--- src/logic/alu_ops_defs.svh ---
// Offsets, field positions, opcodes and reset values of the ALU block
`ifndef ALU_OPS_DEFS_SVH
`define ALU_OPS_DEFS_SVH

// Register byte offsets on the AXI4-Lite bus
`define ADDR_INSTR      8'h00
`define ADDR_ACC        8'h04
`define ADDR_STATUS     8'h08
`define ADDR_FILE_ADDR  8'h0C
`define ADDR_FILE_DATA  8'h10
`define ADDR_PORT       8'h14
`define ADDR_PORT_DIR   8'h18

// Status register bit positions
`define ST_CARRY        0
`define ST_HALF_CARRY   1
`define ST_ZERO         2
`define ST_BUSY         8

// Opcode fields of the instruction word
`define OPC_ADD_IMM     5'h1F
`define OPC_AND_IMM     6'h39
`define OPC_ADD_REG     6'h07
`define OPC_AND_REG     6'h05
`define INSTR_W         14
`define DEST_BIT        7

// File register space
`define FILE_DEPTH      128
`define FILE_AW         7
`define PORT_FADDR      7'h06

// Reset values
`define RST_ACC         8'h00
`define RST_LATCH       8'h00
`define RST_DIR         8'h00

// AXI responses
`define RESP_OKAY       2'h0
`define RESP_SLVERR     2'h2
`define RESP_DECERR     2'h3

`endif

--- src/logic/alu_ops_pkg.sv ---
// Types shared by the ALU block and its test bench
package alu_ops_pkg;

  typedef enum logic [2:0] {
    OP_NONE,
    OP_ADD_IMM,
    OP_AND_IMM,
    OP_ADD_REG,
    OP_AND_REG
  } op_e;

  typedef enum logic [2:0] {
    S_IDLE,
    S_Q1,
    S_Q2,
    S_Q3,
    S_Q4
  } phase_e;

  typedef struct packed {
    op_e        kind;
    logic       dest_file;
    logic [6:0] faddr;
    logic [7:0] k;
  } instr_s;

  typedef struct packed {
    logic c;
    logic dc;
    logic z;
  } flags_s;

  typedef struct packed {
    logic [7:0] res;
    flags_s     fl;
  } alu_out_s;

endpackage

--- src/logic/file_ram.sv ---
// File register memory with registered read data
`timescale 1ns/1ps
`include "alu_ops_defs.svh"

module file_ram (
  input  wire logic                   aclk,
  input  wire logic                   aresetn,
  input  wire logic                   we,
  input  wire logic [`FILE_AW-1:0]    waddr,
  input  wire logic [7:0]             wdata,
  input  wire logic [`FILE_AW-1:0]    raddr,
  output logic      [7:0]             rdata
);

  logic [7:0] mem [`FILE_DEPTH];
  logic [7:0] rdata_q;

  always_ff @(posedge aclk) begin
    if (we) begin
      mem[waddr] <= wdata;
    end
  end

  always_ff @(posedge aclk) begin
    if (!aresetn) begin
      rdata_q <= 8'h00;
    end else begin
      rdata_q <= mem[raddr];
    end
  end

  assign rdata = rdata_q;

endmodule // file_ram

--- src/logic/alu_ops.sv ---
// Accumulator add and AND instructions behind an AXI4-Lite slave
`timescale 1ns/1ps
`include "alu_ops_defs.svh"

// Notes on behaviour
// - Add-immediate (upper field 111x) adds the literal to the accumulator, updating carry, half carry and zero.
// - And-immediate (field 1001) ANDs the literal into the accumulator and changes only zero.
// - Add-register (field 0111) sums accumulator and file register, updating carry, half carry and zero.
// - And-register (field 0101) ANDs accumulator and file register, changing only zero.
// - For register ops a destination bit of 0 writes the accumulator and 1 writes the file register.
// - One instruction cycle is four clock periods.
// - A register op whose source is the port register uses the synchronised pin levels, not the latch.
module alu_ops
  import alu_ops_pkg::*;
(
  input  wire logic          aclk,
  input  wire logic          aresetn,
  input  wire logic [7:0]    awaddr,
  input  wire logic          awvalid,
  output logic               awready,
  input  wire logic [31:0]   wdata,
  input  wire logic [3:0]    wstrb,
  input  wire logic          wvalid,
  output logic               wready,
  output logic [1:0]         bresp,
  output logic               bvalid,
  input  wire logic          bready,
  input  wire logic [7:0]    araddr,
  input  wire logic          arvalid,
  output logic               arready,
  output logic [31:0]        rdata,
  output logic [1:0]         rresp,
  output logic               rvalid,
  input  wire logic          rready,
  input  wire logic [7:0]    port_pins_in,
  output logic [7:0]         port_pins_out,
  output logic [7:0]         port_pins_oe
);
  import alu_ops_pkg::*;

  ////////////////////////////////////////////////////////////////////////
  function automatic instr_s decode(input logic [`INSTR_W-1:0] w);
    instr_s d;
    d.kind      = OP_NONE;
    d.faddr     = w[6:0];
    d.k         = w[7:0];
    if (w[13:9] == `OPC_ADD_IMM) begin
      d.kind = OP_ADD_IMM;
    end else if (w[13:8] == `OPC_AND_IMM) begin
      d.kind = OP_AND_IMM;
    end else if (w[13:8] == `OPC_ADD_REG) begin
      d.kind = OP_ADD_REG;
    end else if (w[13:8] == `OPC_AND_REG) begin
      d.kind = OP_AND_REG;
    end
    d.dest_file = w[`DEST_BIT] &
                  ((d.kind == OP_ADD_REG) || (d.kind == OP_AND_REG));
    return d;
  endfunction

  function automatic alu_out_s alu(input op_e kind, input logic [7:0] w,
                                   input logic [7:0] f, input flags_s fl);
    logic [8:0] sum;
    logic [4:0] low;
    alu_out_s   o;
    sum  = {1'b0, w} + {1'b0, f};
    low  = {1'b0, w[3:0]} + {1'b0, f[3:0]};
    o.fl = fl;
    if (kind == OP_ADD_IMM || kind == OP_ADD_REG) begin
      o.res   = sum[7:0];
      o.fl.c  = sum[8];
      o.fl.dc = low[4];
    end else begin
      o.res   = w & f;
    end
    o.fl.z = (o.res == 8'h00);
    return o;
  endfunction

  ////////////////////////////////////////////////////////////////////////
  phase_e                 state_q,   state_d;
  instr_s                 ins_q,     ins_d;
  logic [`INSTR_W-1:0]    iword_q,   iword_d;
  logic [7:0]             acc_q,     acc_d;
  flags_s                 flags_q,   flags_d;
  logic [7:0]             op_q,      op_d;
  logic [`FILE_AW-1:0]    faddr_q,   faddr_d;
  logic [7:0]             latch_q,   latch_d;
  logic [7:0]             dir_q,     dir_d;
  logic [7:0]             pins_m_q;
  logic [7:0]             pins_s_q;
  logic                   bvalid_q,  bvalid_d;
  logic [1:0]             bresp_q,   bresp_d;
  logic                   rd1_q,     rd1_d;
  logic                   rd2_q,     rd2_d;
  logic                   rconf_q,   rconf_d;
  logic [7:0]             rd_addr_q, rd_addr_d;
  logic                   rvalid_q,  rvalid_d;
  logic [31:0]            rdata_q,   rdata_d;
  logic [1:0]             rresp_q,   rresp_d;
  logic                   busy;
  logic                   wr_go;
  logic                   ar_go;
  logic                   start_go;
  logic                   ram_we;
  logic [`FILE_AW-1:0]    ram_waddr;
  logic [7:0]             ram_wdata;
  logic [`FILE_AW-1:0]    ram_raddr;
  logic [7:0]             ram_rdata;
  alu_out_s               alu_o;
  instr_s                 dec;
  logic                   is_reg;

  assign busy     = (state_q != S_IDLE);
  assign wr_go    = awvalid && wvalid && !bvalid_q;
  assign ar_go    = arvalid && !rd1_q && !rd2_q && !rvalid_q;
  assign awready  = wr_go;
  assign wready   = wr_go;
  assign arready  = ar_go;
  assign is_reg   = (ins_q.kind == OP_ADD_REG) || (ins_q.kind == OP_AND_REG);
  assign dec      = decode(wdata[`INSTR_W-1:0]);
  assign start_go = wr_go && (awaddr == `ADDR_INSTR) && !busy &&
                    (wstrb[1:0] == 2'h3) && (dec.kind != OP_NONE);
  assign alu_o    = alu(ins_q.kind, acc_q, op_q, flags_q);

  file_ram u_file_ram (
    .aclk    (aclk),
    .aresetn (aresetn),
    .we      (ram_we),
    .waddr   (ram_waddr),
    .wdata   (ram_wdata),
    .raddr   (ram_raddr),
    .rdata   (ram_rdata)
  );

  ////////////////////////////////////////////////////////////////////////
  always_comb begin
    state_d   = state_q;
    ins_d     = ins_q;
    iword_d   = iword_q;
    acc_d     = acc_q;
    flags_d   = flags_q;
    op_d      = op_q;
    faddr_d   = faddr_q;
    latch_d   = latch_q;
    dir_d     = dir_q;
    bvalid_d  = bvalid_q && !bready;
    bresp_d   = bresp_q;
    ram_we    = 1'b0;
    ram_waddr = faddr_q;
    ram_wdata = wdata[7:0];
    ram_raddr = busy ? ins_q.faddr : faddr_q;

    // Instruction cycle: Q1 read, Q2 capture operand, Q4 commit
    unique case (state_q)
      S_IDLE: ;
      S_Q1: state_d = S_Q2;
      S_Q2: begin
        state_d = S_Q3;
        if (!is_reg) begin
          op_d = ins_q.k;
        end else if (ins_q.faddr == `PORT_FADDR) begin
          op_d = pins_s_q;
        end else begin
          op_d = ram_rdata;
        end
      end
      S_Q3: state_d = S_Q4;
      S_Q4: begin
        state_d = S_IDLE;
        flags_d = alu_o.fl;
        if (ins_q.dest_file) begin
          if (ins_q.faddr == `PORT_FADDR) begin
            latch_d = alu_o.res;
          end else begin
            ram_we    = 1'b1;
            ram_waddr = ins_q.faddr;
            ram_wdata = alu_o.res;
          end
        end else begin
          acc_d = alu_o.res;
        end
      end
    endcase

    if (wr_go) begin
      bvalid_d = 1'b1;
      bresp_d  = `RESP_OKAY;
      unique case (awaddr)
        `ADDR_INSTR: begin
          if (busy || dec.kind == OP_NONE) begin
            bresp_d = `RESP_SLVERR;
          end else if (start_go) begin
            ins_d   = dec;
            iword_d = wdata[`INSTR_W-1:0];
            state_d = S_Q1;
          end
        end
        `ADDR_ACC: begin
          if (busy) begin
            bresp_d = `RESP_SLVERR;
          end else if (wstrb[0]) begin
            acc_d = wdata[7:0];
          end
        end
        `ADDR_STATUS: begin
          if (busy) begin
            bresp_d = `RESP_SLVERR;
          end else if (wstrb[0]) begin
            flags_d.c  = wdata[`ST_CARRY];
            flags_d.dc = wdata[`ST_HALF_CARRY];
            flags_d.z  = wdata[`ST_ZERO];
          end
        end
        `ADDR_FILE_ADDR: begin
          if (wstrb[0]) begin
            faddr_d = wdata[`FILE_AW-1:0];
          end
        end
        `ADDR_FILE_DATA: begin
          if (busy) begin
            bresp_d = `RESP_SLVERR;
          end else if (wstrb[0]) begin
            ram_we = 1'b1;
          end
        end
        `ADDR_PORT: begin
          if (busy) begin
            bresp_d = `RESP_SLVERR;
          end else if (wstrb[0]) begin
            latch_d = wdata[7:0];
          end
        end
        `ADDR_PORT_DIR: begin
          if (wstrb[0]) begin
            dir_d = wdata[7:0];
          end
        end
        default: bresp_d = `RESP_DECERR;
      endcase
    end
  end

  ////////////////////////////////////////////////////////////////////////
  always_comb begin
    rd1_d     = 1'b0;
    rd2_d     = rd1_q;
    rconf_d   = rconf_q;
    rd_addr_d = rd_addr_q;
    rvalid_d  = rvalid_q && !rready;
    rdata_d   = rdata_q;
    rresp_d   = rresp_q;
    if (ar_go) begin
      rd1_d     = 1'b1;
      rd_addr_d = araddr;
    end
    if (rd1_q) begin
      rconf_d = busy;
    end
    if (rd2_q) begin
      rvalid_d = 1'b1;
      rresp_d  = `RESP_OKAY;
      rdata_d  = 32'h0000_0000;
      unique case (rd_addr_q)
        `ADDR_INSTR:     rdata_d[`INSTR_W-1:0] = iword_q;
        `ADDR_ACC:       rdata_d[7:0] = acc_q;
        `ADDR_STATUS: begin
          rdata_d[`ST_CARRY]      = flags_q.c;
          rdata_d[`ST_HALF_CARRY] = flags_q.dc;
          rdata_d[`ST_ZERO]       = flags_q.z;
          rdata_d[`ST_BUSY]       = busy;
        end
        `ADDR_FILE_ADDR: rdata_d[`FILE_AW-1:0] = faddr_q;
        `ADDR_FILE_DATA: begin
          if (rconf_q) begin
            rresp_d = `RESP_SLVERR;
          end else begin
            rdata_d[7:0] = ram_rdata;
          end
        end
        `ADDR_PORT:      rdata_d[7:0] = pins_s_q;
        `ADDR_PORT_DIR:  rdata_d[7:0] = dir_q;
        default:         rresp_d = `RESP_DECERR;
      endcase
    end
  end

  ////////////////////////////////////////////////////////////////////////
  always_ff @(posedge aclk) begin
    if (!aresetn) begin
      state_q   <= S_IDLE;
      ins_q     <= '0;
      iword_q   <= '0;
      acc_q     <= `RST_ACC;
      flags_q   <= '0;
      op_q      <= 8'h00;
      faddr_q   <= '0;
      latch_q   <= `RST_LATCH;
      dir_q     <= `RST_DIR;
      pins_m_q  <= 8'h00;
      pins_s_q  <= 8'h00;
      bvalid_q  <= 1'b0;
      bresp_q   <= `RESP_OKAY;
      rd1_q     <= 1'b0;
      rd2_q     <= 1'b0;
      rconf_q   <= 1'b0;
      rd_addr_q <= 8'h00;
      rvalid_q  <= 1'b0;
      rdata_q   <= 32'h0000_0000;
      rresp_q   <= `RESP_OKAY;
    end else begin
      state_q   <= state_d;
      ins_q     <= ins_d;
      iword_q   <= iword_d;
      acc_q     <= acc_d;
      flags_q   <= flags_d;
      op_q      <= op_d;
      faddr_q   <= faddr_d;
      latch_q   <= latch_d;
      dir_q     <= dir_d;
      pins_m_q  <= port_pins_in;
      pins_s_q  <= pins_m_q;
      bvalid_q  <= bvalid_d;
      bresp_q   <= bresp_d;
      rd1_q     <= rd1_d;
      rd2_q     <= rd2_d;
      rconf_q   <= rconf_d;
      rd_addr_q <= rd_addr_d;
      rvalid_q  <= rvalid_d;
      rdata_q   <= rdata_d;
      rresp_q   <= rresp_d;
    end
  end

  assign bvalid        = bvalid_q;
  assign bresp         = bresp_q;
  assign rvalid        = rvalid_q;
  assign rdata         = rdata_q;
  assign rresp         = rresp_q;
  assign port_pins_out = latch_q;
  assign port_pins_oe  = dir_q;

  logic commit;
  assign commit = (state_q == S_Q4);
endmodule // alu_ops

--- config.mk ---
export PLATFORM = sky130hd
export DESIGN_NAME = alu_ops
export DESIGN_NICKNAME = d
export VERILOG_FILES = /design/src/logic/alu_ops_pkg.sv /design/src/logic/file_ram.sv /design/src/logic/alu_ops.sv
export VERILOG_INCLUDE_DIRS = /design/src /design/src/logic
export SDC_FILE = /design/constraint.sdc
export NUM_CORES = 2
export LEC_CHECK = 0
export ABC_AREA = 1
export BUFFER_PORTS_ARGS = -buffer_cell sky130_fd_sc_hd__buf_2
export CAP_MARGIN = 30
export CORE_AREA = 2 2 269 297
export DETAILED_ROUTE_END_ITERATION = 10
export DIE_AREA = 0 0 271 299
export HOLD_SLACK_MARGIN = 0.05
export PLACE_DENSITY = 0.83
export REMOVE_ABC_BUFFERS = 1
export SYNTH_ARGS = -nofsm -noshare
export SYNTH_HDL_FRONTEND = slang
export SYNTH_SLANG_ARGS = --single-unit
--- constraint.sdc ---
create_clock -name aclk -period 18.65 [get_ports aclk]
set_input_delay 0.9325 -clock aclk [delete_from_list [all_inputs] [get_ports aclk]]
set_output_delay 0.9325 -clock aclk [all_outputs]
set_load 0.02 [all_outputs]
Word-level counts from Yosys, hierarchy flattened
Memory sizes are Yosys's and may differ from the RTL's. A register that Yosys moved wholly into a read port is not among the register bits. Index checks and enable logic that the tools add are counted.

Equality and inequality tests: 27. Reductions and logical operators: 35. Mux-type cells: 61. Bitwise gates (word level): 3. Add/sub/neg operators: 2.

Operator list (count): 2-to-1 mux 8 bit (20); equality test 8 x 5 -> 1 bit (second input constant) (6); 2-to-1 mux 3 bit (13); equality test 8 x 4 -> 1 bit (second input constant) (4); 2-to-1 mux 7 bit (4); logical NOT 8 bit (3); case mux 4 bit (6 select lines) (1); case mux 3 bit (7 select lines) (1); equality test 8 x 3 -> 1 bit (second input constant) (2); equality test 3 x 2 -> 1 bit (second input constant) (4); equality test 6 x 3 -> 1 bit (second input constant) (2); 2-to-1 mux 1 bit (12); case mux 3 bit (4 select lines) (1); logical AND 1 bit (11); adder 8 x 8 -> 9 bit (1); equality test 3 bit (second input constant) (3); bitwise AND 8 bit (1); logical NOT 1 bit (8); 2-to-1 mux 2 bit (4); equality test 7 x 3 -> 1 bit (second input constant) (1); equality test 3 x 1 -> 1 bit (second input constant) (2); equality test 6 bit (second input constant) (1); case mux 2 bit (3 select lines) (1); AND reduction 3 bit (2); 16 further kinds (20).

Bits of input ports: 67. Memories: 1. Register bits after elaboration: 125. Bits in writable memories: 1024.

Memory list: u_file_ram.mem (words 128, bits a word 8, rd ports 1, clocked after Yosys merged registers in 1, wr ports 1, line file_ram.sv:15) `` logic [7:0] mem [`FILE_DEPTH]; ``.

Longest topological paths before layout
Word-level depth: 11. Mapped depth: 17. Depth with buffers taken out: 14.

Cells and area by module
A second synthesis with hierarchy kept.

Cell total of the unflattened synthesis: 4425. Area, all modules: 48119.9 um2.

By module, submodules not included: file_ram (cells each 3577, seq. area each 30909.6 um2, area each 42290.6 um2, instances 1); alu_ops (cells each 848, seq. area each 2202.1 um2, area each 5829.3 um2, instances 1).

Least setup slack after synthesis
No wires, ideal clock.

Kind: register -> register. From: register acc_q[0]. To: memory u_file_ram.mem[0][4] (data pin). Setup time: 1198 ps. Clock period less this slack: 7718 ps. Arrival: 6520 ps. Cell stages (with the launch flop): 10. Setup slack: 10932 ps. Cells stage by stage: dfxtp_1 > ha_1 > fa_1 > nand2_1 > nand2_1 > a21oi_1 > xor2_1 > nand2_1 > o21ai_0 > o21ai_0.

Word-level cells in the longest chain between the ends: 5.

RTL lines: start: declaration (line alu_ops.sv:84) `logic [7:0] acc_q, acc_d;`; start signal: assignment (line alu_ops.sv:294) `` acc_q <= `RST_ACC; ``; adder 8 x 8 -> 9 bit (line alu_ops.sv:66) `sum = {1'b0, w} + {1'b0, f};`; 2-to-1 mux 8 bit (line alu_ops.sv:69) `if (kind == OP_ADD_IMM || kind == OP_ADD_REG) begin`; 2-to-1 mux 8 bit (line alu_ops.sv:173) `` if (ins_q.faddr == `PORT_FADDR) begin ``; 2-to-1 mux 8 bit (line alu_ops.sv:172) `if (ins_q.dest_file) begin`; 2-to-1 mux 8 bit (line alu_ops.sv:155) `unique case (state_q)`; net ram_wdata[4] (line alu_ops.sv:107) `logic [7:0] ram_wdata;`; end: declaration (line file_ram.sv:15).

The timed path passes the listed nets, and every way through them passes these cells.

Worst setup path after layout
From: register state_q[2]. To: register u_file_ram.rdata_q[5], in the netlist u_file_ram.rdata[5] (read register of u_file_ram.mem).

Word-level cells in the longest chain between the ends: 2.

RTL lines: start: declaration (line alu_ops.sv:81) `phase_e state_q, state_d;`; start signal: assignment (line alu_ops.sv:312) `state_q <= state_d;`; nonzero test 3 bit (line alu_ops.sv:114) `assign busy = (state_q != S_IDLE);`; 2-to-1 mux 7 bit (line alu_ops.sv:152) `ram_raddr = busy ? ins_q.faddr : faddr_q;`; end: declaration (line file_ram.sv:16) `logic [7:0] rdata_q;`.

No other way between the ends. A chain may end at the register's enable or synchronous reset.

==> flow_summary.yaml <==
global_route:
  grt_pass1_vias: 35665
  track_usage_pct: 31.8
  overflow: 0
  antenna_found_initial: 2
  grt_pass1_wl_um: 196000
  grt_max_degree: 205
clocking:
  clk_pin_slew_ns: 0.06
  cts_hold_buf: 0
  cts_tree: "built"
  htree_levels: 3
  clock_latency_ns: 0.69
  clockBufferDepth: 3
  cts_num_sinks: 1142
  cts_buffers: 107
  root_buffer: "clkbuf_16"
  post_cts_resized: 0
  postCtsSetupRepairBufs: 0
critical_path:
  cp_top_family: "simple AND/OR/NAND/NOR gates"
  arrival_ns: 5.82
  crit_required_ns: 19.25
  worst-setup-path-type: "reg2reg"
  worst_path_largest_cell_delay_ns: 0.83
  worst_path_max_delay_cell: "buf_4"
  worstPathMaxFanout: 131
  cp_cell_sequence: "inv_2 > nand2_2 > nand2_2 > buf_4 > nand2_8 > buf_4 > buf_4 > buf_16 > nand2_1 > nand2_1 > nand2_1 > nand3_1 > nand3_1 > nand3_1 > nand3_1 > nand3_1 > nand2_1 > nor2_1"
  worst_setup_path_end_kind: "register"
  crit_path_frequent_cell: "nand3_1"
  start_kind: "register"
  worst-path-buf-inv: 5
cells_and_area:
  drive_above_1_share_pct: 6.68
  multi_input_area_um2: 13000
  fin_util_pct: 70.3
  area.growth.synth_to_final_pct: 9.31
  fill_cells: 5125
  final_common_cell: "nand2_1"
  layout.nets: 5152
  seq_area_um2: 33100
  final_cell_mix: "nand2_1 (1,440), edfxtp_1 (1,024), nand3_1 (855)"
timing:
  fmax_mhz: 192
  final_hold_viol_count: 0
  final-setup-viol-count: 0
  tightest_slew_ns: 1.07
  post-route-min-period_ns: 5.22
  skew_ns: 0.0275
  relSlewSlack_pct: 28.4
  period_share_pct: 28.0
  tns_ns: 0
  rsz0062_at_grt: "false"
  drv_slew: 0
synthesis:
  synth.area.top_cells: "edfxtp_1 (61%), nand2_1 (11%), nand3_1 (8.5%)"
  yosysSeqAreaShare_pct: 65.8
  synth-warning-count: 0
  synth_cell_types: 46
  synth_top_area_share_pct: 61.2
  yosysTopAreaCell: "edfxtp_1"
  synth_area_per_cell_um2: 9.87
  ys_ff_latch: 1142
  netlist_area_um2: 50300
  netlist_instances: 5093
placement:
  port_buffers: 85
  place.gp.congestion: 0.951
  hpwl_um: 73000
drt:
  drt-total-wl_um: 130000
  avgViaCountPerCell: 5.93
  dr.first_iter.drc_count: 5258
  routedWlPerCell_um: 21.0
  dr.pass1.iters: 9
  postRouteAntennaNets: 0
  dr_total_vias: 36815
  drc: 0
pwr:
  leakagePower_nw: 22.5
  p_per_area_nw_per_um2: 93.0
  ir_worst_vdd_mv: 0.0915
die:
  dieArea_um2: 81000
  core_area_um2: 78200
  io_pins: 124
  die_w_um: 271
  fp.dieH_um: 299
  rows: 108
  initial_core_util_pct: 64.3
flow_run:
  maxCapViolCount: 0
run_status:
  outcome: "finished, final reports clean"
hold_path:
  hp-class: "reg2reg"
==> Yosys cell counts (all sizes together) <==
library cell  count
or2               3
nand3           858
o22ai             9
a31oi            23
fa                1
nand4             5
ha                8
a21oi            69
and3              2
o211ai           59
nor4              3
clkinv            4
clkbuf           65
a311oi            1
o21bai            1
o221ai            1
xor2              2
nor3             14
o21ai           109
nor3b             1
a22oi             5
conb              1
dfxtp           118
inv             780
edfxtp         1024
o311ai            1
nor2            255
buf             214
a221oi            3
nand2          1452
a211oi            2
==> per-stage QoR <==
step / power, mW / cells / hold slack (ns) / worst slack [ns] / area (um^2)
floorplan: 2.90 / 4831 / 0.390 / 10.93 / 48900
global placement: 2.93 / 5998 / 0.394 / 13.38 / 51100
detailed placement: 2.94 / 6006 / 0.395 / 13.42 / 51300
CTS: 5.10 / 6200 / 0.410 / 13.39 / 54800
global route: 5.21 / 6208 / 0.418 / 13.12 / 55000
finish: 5.11 / 6208 / 0.401 / 13.43 / 55000
==> per-layer routing <==
| metal | up-vias | part of all wire [%] | GRT usage, % |
|---|---|---|---|
| met5 | - | 0 | 0 |
| met3 | 488 | 11 | 5.87 |
| met1 | 17234 | 35 | 40.4 |
| met4 | 0 | 5.6 | 18.5 |
| met2 | 2439 | 48 | 51.6 |
| li1 | 16654 | - | - |
==> flip-flops by register name, summed over array words and instances, names as in the netlist, 2 cells and up <==
register and cells:
u_file_ram.rdata 8, faddr_q 7, pins_m_q 8, acc_q 8, flags_q 3, pins_s_q 8
op_q 8, port_pins_oe 8, u_file_ram.mem 1024, bresp 2, iword_q 7, rd_addr_q 8
state_q 3, rdata 14, ins_q 11, port_pins_out 8, rresp 2
==> final timing paths <==
check                                           end   startpoint  slack, ns  cells past startpoint
worst max-delay path            u_file_ram.rdata[5]   state_q[2]      13.43                     18
worst max register to register  u_file_ram.rdata[5]   state_q[2]      13.43                     18
worst min-delay path                    pins_s_q[4]  pins_m_q[4]       0.40                      2
worst min register to register          pins_s_q[4]  pins_m_q[4]       0.40                      2
==> power by group <==
| group | switching [mW] | internal [mW] |
|---|---|---|
| logic | 0.0743 | 0.0165 |
| registers | 0.00482 | 2.79 |
| clock network | 0.935 | 1.29 |
| total | 1.01 | 4.10 |
==> logic make-up after synthesis <==
group,count (synthesis),share of synthesized area (%)
DFF,1142,65.8
xor gates and xnor gates,2,0.0348
other,1,0.00746
buffers and inverters,1063,8.67
and+or+nand+nor,2593,21.8
AOI/OAI and AO/OA,283,3.38
adders and majority gates,9,0.239
==> worst register-to-register path, stage by stage (launching register included) <==
cell and delay [ns]:
dfxtp_1 0.41, inv_2 0.10, nand2_2 0.50, nand2_2 0.08, buf_4 0.38, nand2_8 0.68
buf_4 0.93, buf_4 0.52, buf_16 0.34, nand2_1 0.10, nand2_1 0.06, nand2_1 0.05
nand3_1 0.12, nand3_1 0.17, nand3_1 0.20, nand3_1 0.16, nand3_1 0.13, nand2_1 0.09
nor2_1 0.14
==> cell type report <==
cell class                      count  area share (%)
Inverter                          784            5.36
Antenna cell                        2         0.00911
Clock buffer                      143            5.32
Sequential cell                  1142            60.2
Clock inverter                     51            1.14
Tap cell                         1045            2.38
Multi-Input combinational cell   2905            23.7
Timing Repair Buffer              136            1.88
Note: power is estimated with default switching activity, not from simulation.
